===== src/pin_mux_pkg.sv =====
// Constants for the multifunction status pin selector
package pin_mux_pkg;
    // Register byte offsets
    localparam logic [11:0] ADDR_FUNC = 12'h000;
    localparam logic [11:0] ADDR_PIN_STAT = 12'h004;
    localparam logic [11:0] ADDR_IRQ_STAT = 12'h008;
    localparam logic [11:0] ADDR_IRQ_MASK = 12'h00C;
    // Reset values
    localparam logic [7:0] FUNC_RST = 8'h00;
    localparam logic [2:0] IRQ_MASK_RST = 3'h0;
    // Function code layout
    localparam int DIR_BIT = 7;
    localparam logic [1:0] LOOP_GROUP = 2'h3;
    // Sub codes within one loop group
    localparam int SUB_PHASE_LOCK = 0;
    localparam int SUB_FREQ_LOCK = 1;
    localparam int SUB_ALOOP_LOCK = 2;
    localparam int SUB_ALOOP_CAL = 3;
    localparam int SUB_ACTIVE = 4;
    localparam int SUB_FREE_RUN = 5;
    localparam int SUB_HOLDOVER = 6;
    localparam int SUB_SWITCH = 7;
    localparam int SUB_HIST_AVAIL = 8;
    localparam int SUB_HIST_UPD = 9;
    localparam int SUB_CLAMP = 10;
    localparam int SUB_SLEW = 11;
    localparam int SUB_SYNC = 12;
    localparam int SUB_DEMAP = 13;
    // Bit positions inside the mirrored status bytes
    localparam int LOCK_PHASE_BIT = 1;
    localparam int LOCK_FREQ_BIT = 2;
    localparam int ALOOP_LOCK_BIT = 3;
    localparam int ALOOP_CAL_BIT = 4;
    localparam int ACTIVE_BASE_BIT = 4;
    localparam int FREE_RUN_BIT = 0;
    localparam int HOLDOVER_BIT = 1;
    localparam int SWITCH_BIT = 2;
    localparam int HIST_AVAIL_BIT = 0;
    localparam int CLAMP_BIT = 1;
    localparam int SLEW_BIT = 2;
    localparam int DEMAP_BIT = 3;
    localparam int DEMAP_BIT_LOOP2 = 4;
    localparam int HIST_EVT_BIT = 4;
    // Interrupt status layout
    localparam int IRQ_W = 3;
    localparam int IRQ_OUT_RISE = 0;
    localparam int IRQ_OUT_FALL = 1;
    localparam int IRQ_IN_EDGE = 2;
endpackage


===== src/status_pin_output_select.sv =====
// Multifunction pin selector with APB registers and interrupt
//
// Local design decisions: the APB register port and the address map.
`timescale 1ns/1ps
// Contract
// - Direction bit clear: pin is an input
// - Direction bit set: pin drives selected status
// - Codes D0/E0/F0 give phase lock
// - Codes D1/E1/F1 give frequency lock
// - Codes D2/E2/F2 give analog loop lock
// - Codes D3/E3/F3 give analog calibration busy
// - Codes D4/E4/F4 OR reference active bits
// - Codes D5/E5/F5 give free run state
// - Codes D6/E6/F6 give holdover state
// - Codes D7/E7/F7 give switchover state
// - Codes D8/E8/F8 give history available
// - Codes D9/E9/F9 mirror history update event
// - Codes CA..FA give clamp flag
// - Codes CB..FB give phase slew limited
// - Codes CC..FC give distribution sync pulse
// - Codes CD..FD give demapping clamp flag
module status_pin_output_select
    import pin_mux_pkg::*;
#(
    parameter int LOOPS = 4
) (
    // Clock and reset
    input wire logic clk_i,
    input wire logic resetn_i,
    // APB slave
    input wire logic psel_i,
    input wire logic penable_i,
    input wire logic pwrite_i,
    input wire logic [11:0] paddr_i,
    input wire logic [31:0] pwdata_i,
    input wire logic [3:0] pstrb_i,
    output logic [31:0] prdata_o,
    output logic pready_o,
    output logic pslverr_o,
    // Mirrored status: one byte per loop or reference, two shared event bytes, one sync bit per loop
    input wire logic [31:0] ref_status_i,
    input wire logic [31:0] loop_lock_i,
    input wire logic [31:0] loop_state_i,
    input wire logic [31:0] loop_hist_i,
    input wire logic [7:0] event_0c_i,
    input wire logic [7:0] event_0f_i,
    input wire logic [3:0] dist_sync_i,
    // Multifunction pin
    input wire logic pin_i,
    output logic pin_o,
    output logic pin_oe_o,
    // Input function hand-off
    output logic [6:0] input_func_o,
    output logic input_level_o,
    // Interrupt
    output logic irq_o
);

    logic [7:0] func_r;
    logic [IRQ_W-1:0] irq_stat_r;
    logic [IRQ_W-1:0] irq_mask_r;
    logic [IRQ_W-1:0] irq_evt;
    logic [IRQ_W-1:0] irq_clr;
    logic out_d_r;
    logic in_d_r;
    logic lvl_vld_r;
    logic prev_vld_r;
    logic sel_nxt;
    logic [15:0] loop_sig [LOOPS];
    logic wr_en;
    logic addr_ok;
    logic [31:0] rd_nxt;

    // Per-loop status vector indexed by the low code nibble
    for (genvar l = 0; l < LOOPS; l++) begin : g_loop
        logic [3:0] act_bits;
        for (genvar r = 0; r < 4; r++) begin : g_ref
            assign act_bits[r] = ref_status_i[8*r + ACTIVE_BASE_BIT + l];
        end
        always_comb begin
            loop_sig[l] = 16'h0000;
            loop_sig[l][SUB_PHASE_LOCK] = loop_lock_i[8*l + LOCK_PHASE_BIT];
            loop_sig[l][SUB_FREQ_LOCK] = loop_lock_i[8*l + LOCK_FREQ_BIT];
            loop_sig[l][SUB_ALOOP_LOCK] = loop_lock_i[8*l + ALOOP_LOCK_BIT];
            loop_sig[l][SUB_ALOOP_CAL] = loop_lock_i[8*l + ALOOP_CAL_BIT];
            loop_sig[l][SUB_ACTIVE] = |act_bits;
            loop_sig[l][SUB_FREE_RUN] = loop_state_i[8*l + FREE_RUN_BIT];
            loop_sig[l][SUB_HOLDOVER] = loop_state_i[8*l + HOLDOVER_BIT];
            loop_sig[l][SUB_SWITCH] = loop_state_i[8*l + SWITCH_BIT];
            loop_sig[l][SUB_HIST_AVAIL] = loop_hist_i[8*l + HIST_AVAIL_BIT];
            // Odd loops use the second event byte, even loops the first
            if (l % 2 == 1) begin
                loop_sig[l][SUB_HIST_UPD] = event_0f_i[HIST_EVT_BIT];
            end else begin
                loop_sig[l][SUB_HIST_UPD] = event_0c_i[HIST_EVT_BIT];
            end
            loop_sig[l][SUB_CLAMP] = loop_hist_i[8*l + CLAMP_BIT];
            loop_sig[l][SUB_SLEW] = loop_hist_i[8*l + SLEW_BIT];
            loop_sig[l][SUB_SYNC] = dist_sync_i[l];
            // Loop 2 keeps its odd bit position for the demap flag
            if (l == 2) begin
                loop_sig[l][SUB_DEMAP] = loop_hist_i[8*l + DEMAP_BIT_LOOP2];
            end else begin
                loop_sig[l][SUB_DEMAP] = loop_hist_i[8*l + DEMAP_BIT];
            end
        end
    end

    // Code decode; anything outside the loop groups stays low
    always_comb begin
        sel_nxt = 1'b0;
        if (func_r[DIR_BIT] && func_r[7:6] == LOOP_GROUP) begin
            sel_nxt = loop_sig[func_r[5:4]][func_r[3:0]];
        end
    end

    // Pin driver, one register stage from status to pin
    always_ff @(posedge clk_i or negedge resetn_i) begin
        if (!resetn_i) begin
            pin_o <= 1'b0;
            pin_oe_o <= 1'b0;
        end else begin
            pin_o <= sel_nxt;
            pin_oe_o <= func_r[DIR_BIT];
        end
    end

    // Input mode hand-off to the input function decoder
    always_ff @(posedge clk_i or negedge resetn_i) begin
        if (!resetn_i) begin
            input_func_o <= 7'h00;
            input_level_o <= 1'b0;
        end else if (!func_r[DIR_BIT]) begin
            input_func_o <= func_r[6:0];
            input_level_o <= pin_i;
        end else begin
            input_func_o <= 7'h00;
            input_level_o <= 1'b0;
        end
    end

    // APB decode
    assign addr_ok = paddr_i == ADDR_FUNC || paddr_i == ADDR_PIN_STAT
        || paddr_i == ADDR_IRQ_STAT || paddr_i == ADDR_IRQ_MASK;
    assign wr_en = psel_i && penable_i && pready_o && pwrite_i
        && addr_ok && pstrb_i[0];

    always_comb begin
        rd_nxt = 32'h0000_0000;
        case (paddr_i)
            ADDR_FUNC: begin
                rd_nxt[7:0] = func_r;
            end
            ADDR_PIN_STAT: begin
                rd_nxt[2:0] = {pin_oe_o, pin_o, input_level_o};
            end
            ADDR_IRQ_STAT: begin
                rd_nxt[IRQ_W-1:0] = irq_stat_r;
            end
            ADDR_IRQ_MASK: begin
                rd_nxt[IRQ_W-1:0] = irq_mask_r;
            end
            default: begin
                rd_nxt = 32'h0000_0000;
            end
        endcase
    end

    // One access cycle: ready in the cycle after setup
    always_ff @(posedge clk_i or negedge resetn_i) begin
        if (!resetn_i) begin
            pready_o <= 1'b0;
            pslverr_o <= 1'b0;
            prdata_o <= 32'h0000_0000;
        end else begin
            pready_o <= psel_i && !penable_i;
            pslverr_o <= psel_i && !penable_i && !addr_ok;
            if (psel_i && !penable_i && !pwrite_i) begin
                prdata_o <= rd_nxt;
            end else if (pready_o) begin
                prdata_o <= 32'h0000_0000;
            end
        end
    end

    // Function code register
    always_ff @(posedge clk_i or negedge resetn_i) begin
        if (!resetn_i) begin
            func_r <= FUNC_RST;
        end else if (wr_en && paddr_i == ADDR_FUNC) begin
            func_r <= pwdata_i[7:0];
        end
    end

    // Interrupt mask register
    always_ff @(posedge clk_i or negedge resetn_i) begin
        if (!resetn_i) begin
            irq_mask_r <= IRQ_MASK_RST;
        end else if (wr_en && paddr_i == ADDR_IRQ_MASK) begin
            irq_mask_r <= pwdata_i[IRQ_W-1:0];
        end
    end

    // Edge history for the pin events
    always_ff @(posedge clk_i or negedge resetn_i) begin
        if (!resetn_i) begin
            out_d_r <= 1'b0;
            in_d_r <= 1'b0;
            lvl_vld_r <= 1'b0;
            prev_vld_r <= 1'b0;
        end else begin
            out_d_r <= pin_o;
            in_d_r <= input_level_o;
            // No false edge from the reset value or a mode change
            lvl_vld_r <= !func_r[DIR_BIT];
            prev_vld_r <= lvl_vld_r;
        end
    end

    always_comb begin
        irq_evt = '0;
        irq_evt[IRQ_OUT_RISE] = pin_oe_o && pin_o && !out_d_r;
        irq_evt[IRQ_OUT_FALL] = pin_oe_o && !pin_o && out_d_r;
        irq_evt[IRQ_IN_EDGE] = lvl_vld_r && prev_vld_r && (input_level_o != in_d_r);
    end

    assign irq_clr = (wr_en && paddr_i == ADDR_IRQ_STAT)
        ? pwdata_i[IRQ_W-1:0] : '0;

    // Sticky status; a new event beats a same-cycle clear
    always_ff @(posedge clk_i or negedge resetn_i) begin
        if (!resetn_i) begin
            irq_stat_r <= '0;
        end else begin
            irq_stat_r <= (irq_stat_r & ~irq_clr) | irq_evt;
        end
    end

    always_ff @(posedge clk_i or negedge resetn_i) begin
        if (!resetn_i) begin
            irq_o <= 1'b0;
        end else begin
            irq_o <= |(irq_stat_r & irq_mask_r);
        end
    end
endmodule


===== config.mk =====
export PLATFORM = sky130hd
export DESIGN_NAME = status_pin_output_select
export DESIGN_NICKNAME = d
export VERILOG_FILES = /design/src/pin_mux_pkg.sv /design/src/status_pin_output_select.sv
export SDC_FILE = /design/constraint.sdc
export NUM_CORES = 1
export LEC_CHECK = 0
export BUFFER_PORTS_ARGS = -buffer_cell sky130_fd_sc_hd__buf_2
export CELL_PAD_IN_SITES_DETAIL_PLACEMENT = 0
export CELL_PAD_IN_SITES_GLOBAL_PLACEMENT = 1
export CORE_ASPECT_RATIO = 0.8
export CORE_MARGIN = 2
export CORE_UTILIZATION = 25
export CTS_CLUSTER_DIAMETER = 80
export DETAILED_ROUTE_END_ITERATION = 12
export PLACE_DENSITY = 0.92
export SETUP_SLACK_MARGIN = 0.2
export SYNTH_ARGS = -nofsm -noshare
export SYNTH_HDL_FRONTEND = slang
export SYNTH_SLANG_ARGS = --single-unit

===== constraint.sdc =====
create_clock -name clk_i -period 5.2 [get_ports clk_i]
set_clock_uncertainty 0.15 [all_clocks]
set_input_delay 0.26 -clock clk_i [delete_from_list [all_inputs] [get_ports clk_i]]
set_output_delay 0.26 -clock clk_i [all_outputs]
set_load 0.02 [all_outputs]

==> metrics.md <==
| Metric | Value |
|---|---|
| Result of the run | finished, final reports clean |
| Area enclosed by the die boundary | around 10000 sq um |
| Aggregate routed wire length | approximately 6 mm |
| Detailed-route vias per instance | around 4.5 |
| Final setup slack of the worst path | about 2800 ps |
| Leakage power | about 1.5 nW |
| Fill cell total of the finished layout | 930 |
| WP data arrival | 2400 ps |
| Cell area after synthesis | 2300 sq um |
| Cells along the critical path | buf_4, mux4_2, mux2i_1, a221o_1, a21oi_1 |
| CTS tree | built |
| Leading cell types by total area after synthesis | sky130_fd_sc_hd__dfrtp_1 (42%), sky130_fd_sc_hd__mux4_2 (9.8%), sky130_fd_sc_hd__buf_4 (7.8%) |
| P per Cell Area | about 240 nW/um^2 |
| FP Rows | 31 |
| Buffers inserted by post-CTS timing repair | 0 |
| Cell count after placement | 410 |
| FF+latch count, synth | 39 |
| Slew margin rel. | 44.6% |
| Post-synth top area share | about 42% |
| Clock root buffer master | sky130_fd_sc_hd__clkbuf_16 |
| Path type of the worst min-delay path | input pin to register |
| Effective utilization at floorplan | 25.6% |
| Post-layout total power | 0.000735 W |
| Basic-gate share of the synthesized area counting and, or, nand and nor cells | approximately 17% |
| Worst reg2reg startpoint | func_r[4]$_DFFE_PN0P_ |
| Total via count in the routed design | between 1500 and 2000 |
| Average size of a mapped cell | ~12 sq um |
| Combinational family with the most area after synthesis | multiplexers |
| Worst reg2reg path endpoint | pin_o$_DFF_PN0_ |
| Final count of pins violating max slew | 0 |
| Highest ir drop seen on vdd | about 140 uV |
| IO Count | ~250 |
| Routability cong. | 0.726 |
| Part of the Yosys area used for sequential elements | ~42% |
| Remaining global-route overflow | 0 |
| Total count of hold-check failures in the final report | 0 |
| Chip height | roughly 90 um |
| Destination of the critical timing path | pin_o$_DFF_PN0_ |
| Antenna Violating Nets Remaining | 0 |
| Htree depth | 2 |
| Category of the worst setup path launch point | register |
| Wire length of the first global-routing pass | ~9.5 mm |
| Area post-placement | about 2800 sq um |
| N_diodes | 0 |
| Number of maximum-capacitance violations | 0 |
| Cell count after synthesis | around 190 |
| Clk_lat worst skew | ~280 ps |
| Count of final setup violators | 0 |
| Synth async-reset ratio | between 90% and 100% |
| XOR/XNOR share of the synthesized area | less than 1% |
| Input/output buffers | 113 |
| Share of layout cells above drive strength 1 | between 40% and 50% |
| Worst-path clk slew | roughly 60 ps |
| Achievable frequency | approximately 420 MHz |
| Startpoint of the most critical setup path | func_r[4]$_DFFE_PN0P_ |
| Buffer depth of the longest clock path | 2 |
| Worst setup EP type | register |
| Number of nets in the layout | roughly 500 |
| Total core area | between 8000 and 9000 sq um |
| Count of unresolved DRC violations after routing | 0 |
| Multiplexer share of the synthesized area | 19.4% |
| R2r setup slk | roughly 2800 ps |
| Post-layout instance area | around 3000 sq um |
| Final Instance Count excl. Fillers | 419 |
| Yosys synthesis warning count | 0 |
| Place WS | approximately 2700 ps |
| Largest fanout on the critical path | 14 |
| Starting DRT DRC Count | 70 |
| Layout Area Growth over Synthesis | 31.1% |
| Fin Setup TNS | 0 ps |
| Primary flip-flop cell chosen by synthesis mapping | sky130_fd_sc_hd__dfrtp_1 |
| Adder-cell share of the synthesized area | 0% |
| Vias in the first global route | 1929 |
| Initial antenna violation count | 0 |
| Total track usage | approximately an eighth |
| DPL Wire Length | slightly below 5 mm |
| Required @ worst endpoint | 5200 ps |
| Library cell occupying the most area in the post-synthesis netlist | sky130_fd_sc_hd__dfrtp_1 |
| Crit Path Category | register to register |
| Measured slew at the worst slew-check pin | just over 800 ps |
| Pin count of the biggest net entering global routing | 40 |
| Clock sink count | 39 |
| Clock period minus worst slack | between 2000 and 2500 ps |
| Maximum single-stage delay on the critical path | about 760 ps |
| Unrepaired setup endpoints after global routing | no |
| Share of the clock period used by the worst path after layout | 46.1% |
| Post-synthesis compound-gate area fraction | 8.37% |
| Count of TritonRoute iterations in the first routing pass | 4 |
| Worst-path cell with the longest stage delay | sky130_fd_sc_hd__dfrtp_1 |
| Number of buffers created by CTS | 5 |
| Worst reg2reg path depth | 5 |
| Number of enable-type register cells in the synthesized netlist | 0 |
| Die X-Extent | between 100 and 150 um |
| Number of library cell types mapped by synthesis | 43 |
| Routed wire length per instance | roughly 14 um |
[cells by family after synthesis]
family	Yosys count
XOR/XNOR	1
AO/OA/AOI/OAI	26
other	1
AND/OR/NAND/NOR	58
buffers and inverters	39
multiplexers	28
flip-flops	39
[cells in the final DEF, fill, tap and decap left out, types with 2 or more instances in the layout]
cell / synthesis / layout
sky130_fd_sc_hd__mux2_1: 4 / 4
sky130_fd_sc_hd__dfrtp_1: 39 / 39
sky130_fd_sc_hd__inv_1: 5 / 5
sky130_fd_sc_hd__conb_1: 1 / 24
sky130_fd_sc_hd__o2bb2ai_1: 2 / 2
sky130_fd_sc_hd__o211ai_1: 2 / 2
sky130_fd_sc_hd__nor2b_1: 10 / 10
sky130_fd_sc_hd__nand2_1: 10 / 10
sky130_fd_sc_hd__a21oi_1: 3 / 3
sky130_fd_sc_hd__mux4_2: 10 / 10
sky130_fd_sc_hd__mux2_2: 4 / 4
sky130_fd_sc_hd__nor3_1: 2 / 2
sky130_fd_sc_hd__o21ai_0: 6 / 6
sky130_fd_sc_hd__nand3b_1: 3 / 3
sky130_fd_sc_hd__buf_2: 4 / 113
sky130_fd_sc_hd__nor4_1: 4 / 4
sky130_fd_sc_hd__nor4_4: 3 / 3
sky130_fd_sc_hd__mux4_1: 2 / 2
sky130_fd_sc_hd__mux2i_1: 8 / 8
sky130_fd_sc_hd__or4_1: 2 / 2
sky130_fd_sc_hd__nand2b_1: 2 / 2
sky130_fd_sc_hd__a22o_1: 6 / 6
sky130_fd_sc_hd__clkbuf_16: 0 / 5
sky130_fd_sc_hd__nand4_1: 5 / 5
sky130_fd_sc_hd__nor2_1: 7 / 7
sky130_fd_sc_hd__nand3_1: 4 / 4
[per-layer routing]
layer	part of all wire, %	track usage (%)
met1	42	14.4
met2	49	20.8
met3	7.1	3.03
met4	1.3	3.81
met5	0	0
[critical path: cells and delay by family (launching register included)]
kind	cells	cell delay, ps
DFF	1	760
AOI/OAI and AO/OA	2	280
muxes	2	740
buffers and inverters	1	340
[sequential cells by signal (all words and copies together), names as in the netlist]
register and flops:
prev_vld_r 1, lvl_vld_r 1, irq_mask_r 3, pready_o 1
pin_o 1, input_func_o 7, irq_o 1, irq_stat_r 3
input_level_o 1, prdata_o 8, out_d_r 1, pin_oe_o 1
pslverr_o 1, in_d_r 1, func_r 8
[through the flow]
stage / hold slack [ps] / utilization, %
final: 14.7 / 33.6
after global routing: 18.8 / 33.6
after CTS: 9.30 / 33.6
after detailed placement: 228 / 31.5
after global placement: 220 / 31.5
after floorplan: -186 / -
[layout make-up]
cell class	instances	area [sq um]	area share, %
timing repair buffer	115	583	19.3
clock inverter	2	35.0	1.16
clock buffer	6	139	4.60
multi-input combinational	137	1120	37.2
inverter	5	18.8	0.621
tap	115	144	4.76
sequential	39	976	32.3
[power breakdown]
group          internal, W  switching [W]  leakage, nW
sequential        0.000305    0.000000691        0.512
clock             0.000238       0.000112       0.0868
combinational    0.0000369      0.0000432        0.876
[how the worst min path moves through the flow]
stage	startpoint	end	cells past startpoint
after detailed placement	lvl_vld_r$_DFF_PN0_	prev_vld_r$_DFF_PN0_	0
after global placement	lvl_vld_r$_DFF_PN0_	prev_vld_r$_DFF_PN0_	0
after CTS	penable_i	pready_o$_DFF_PN0_	2
final	penable_i	pready_o$_DFF_PN0_	2
after floorplan	resetn_i	func_r[0]$_DFFE_PN0P_	0
after global routing	penable_i	pready_o$_DFF_PN0_	2
[synthesized netlist by cell type, types with 2 or more instances]
cell                        instances
sky130_fd_sc_hd__nor2_1             7
sky130_fd_sc_hd__clkbuf_1           2
sky130_fd_sc_hd__o2bb2ai_1          2
sky130_fd_sc_hd__buf_6              2
sky130_fd_sc_hd__mux2i_1            8
sky130_fd_sc_hd__nor2b_1           10
sky130_fd_sc_hd__dfrtp_1           39
sky130_fd_sc_hd__o211ai_1           2
sky130_fd_sc_hd__nor4_1             4
sky130_fd_sc_hd__or4_1              2
sky130_fd_sc_hd__a22o_1             6
sky130_fd_sc_hd__a21oi_1            3
sky130_fd_sc_hd__nand2b_1           2
sky130_fd_sc_hd__mux2_2             4
sky130_fd_sc_hd__mux2_1             4
sky130_fd_sc_hd__nand3b_1           3
sky130_fd_sc_hd__nor3_1             2
sky130_fd_sc_hd__buf_4             24
sky130_fd_sc_hd__buf_2              4
sky130_fd_sc_hd__nand2_1           10
sky130_fd_sc_hd__mux4_1             2
sky130_fd_sc_hd__nand4_1            5
sky130_fd_sc_hd__inv_1              5
sky130_fd_sc_hd__nor4_4             3
sky130_fd_sc_hd__nand3_1            4
sky130_fd_sc_hd__buf_12             2
sky130_fd_sc_hd__mux4_2            10
sky130_fd_sc_hd__o21ai_0            6
[repair_timing]
item	4_1_cts	5_1_grt
endpoints found under the hold margin	39	0
gates resized for setup	0	0
hold buffers	1	0
Power figures use the tool's default switching activity.
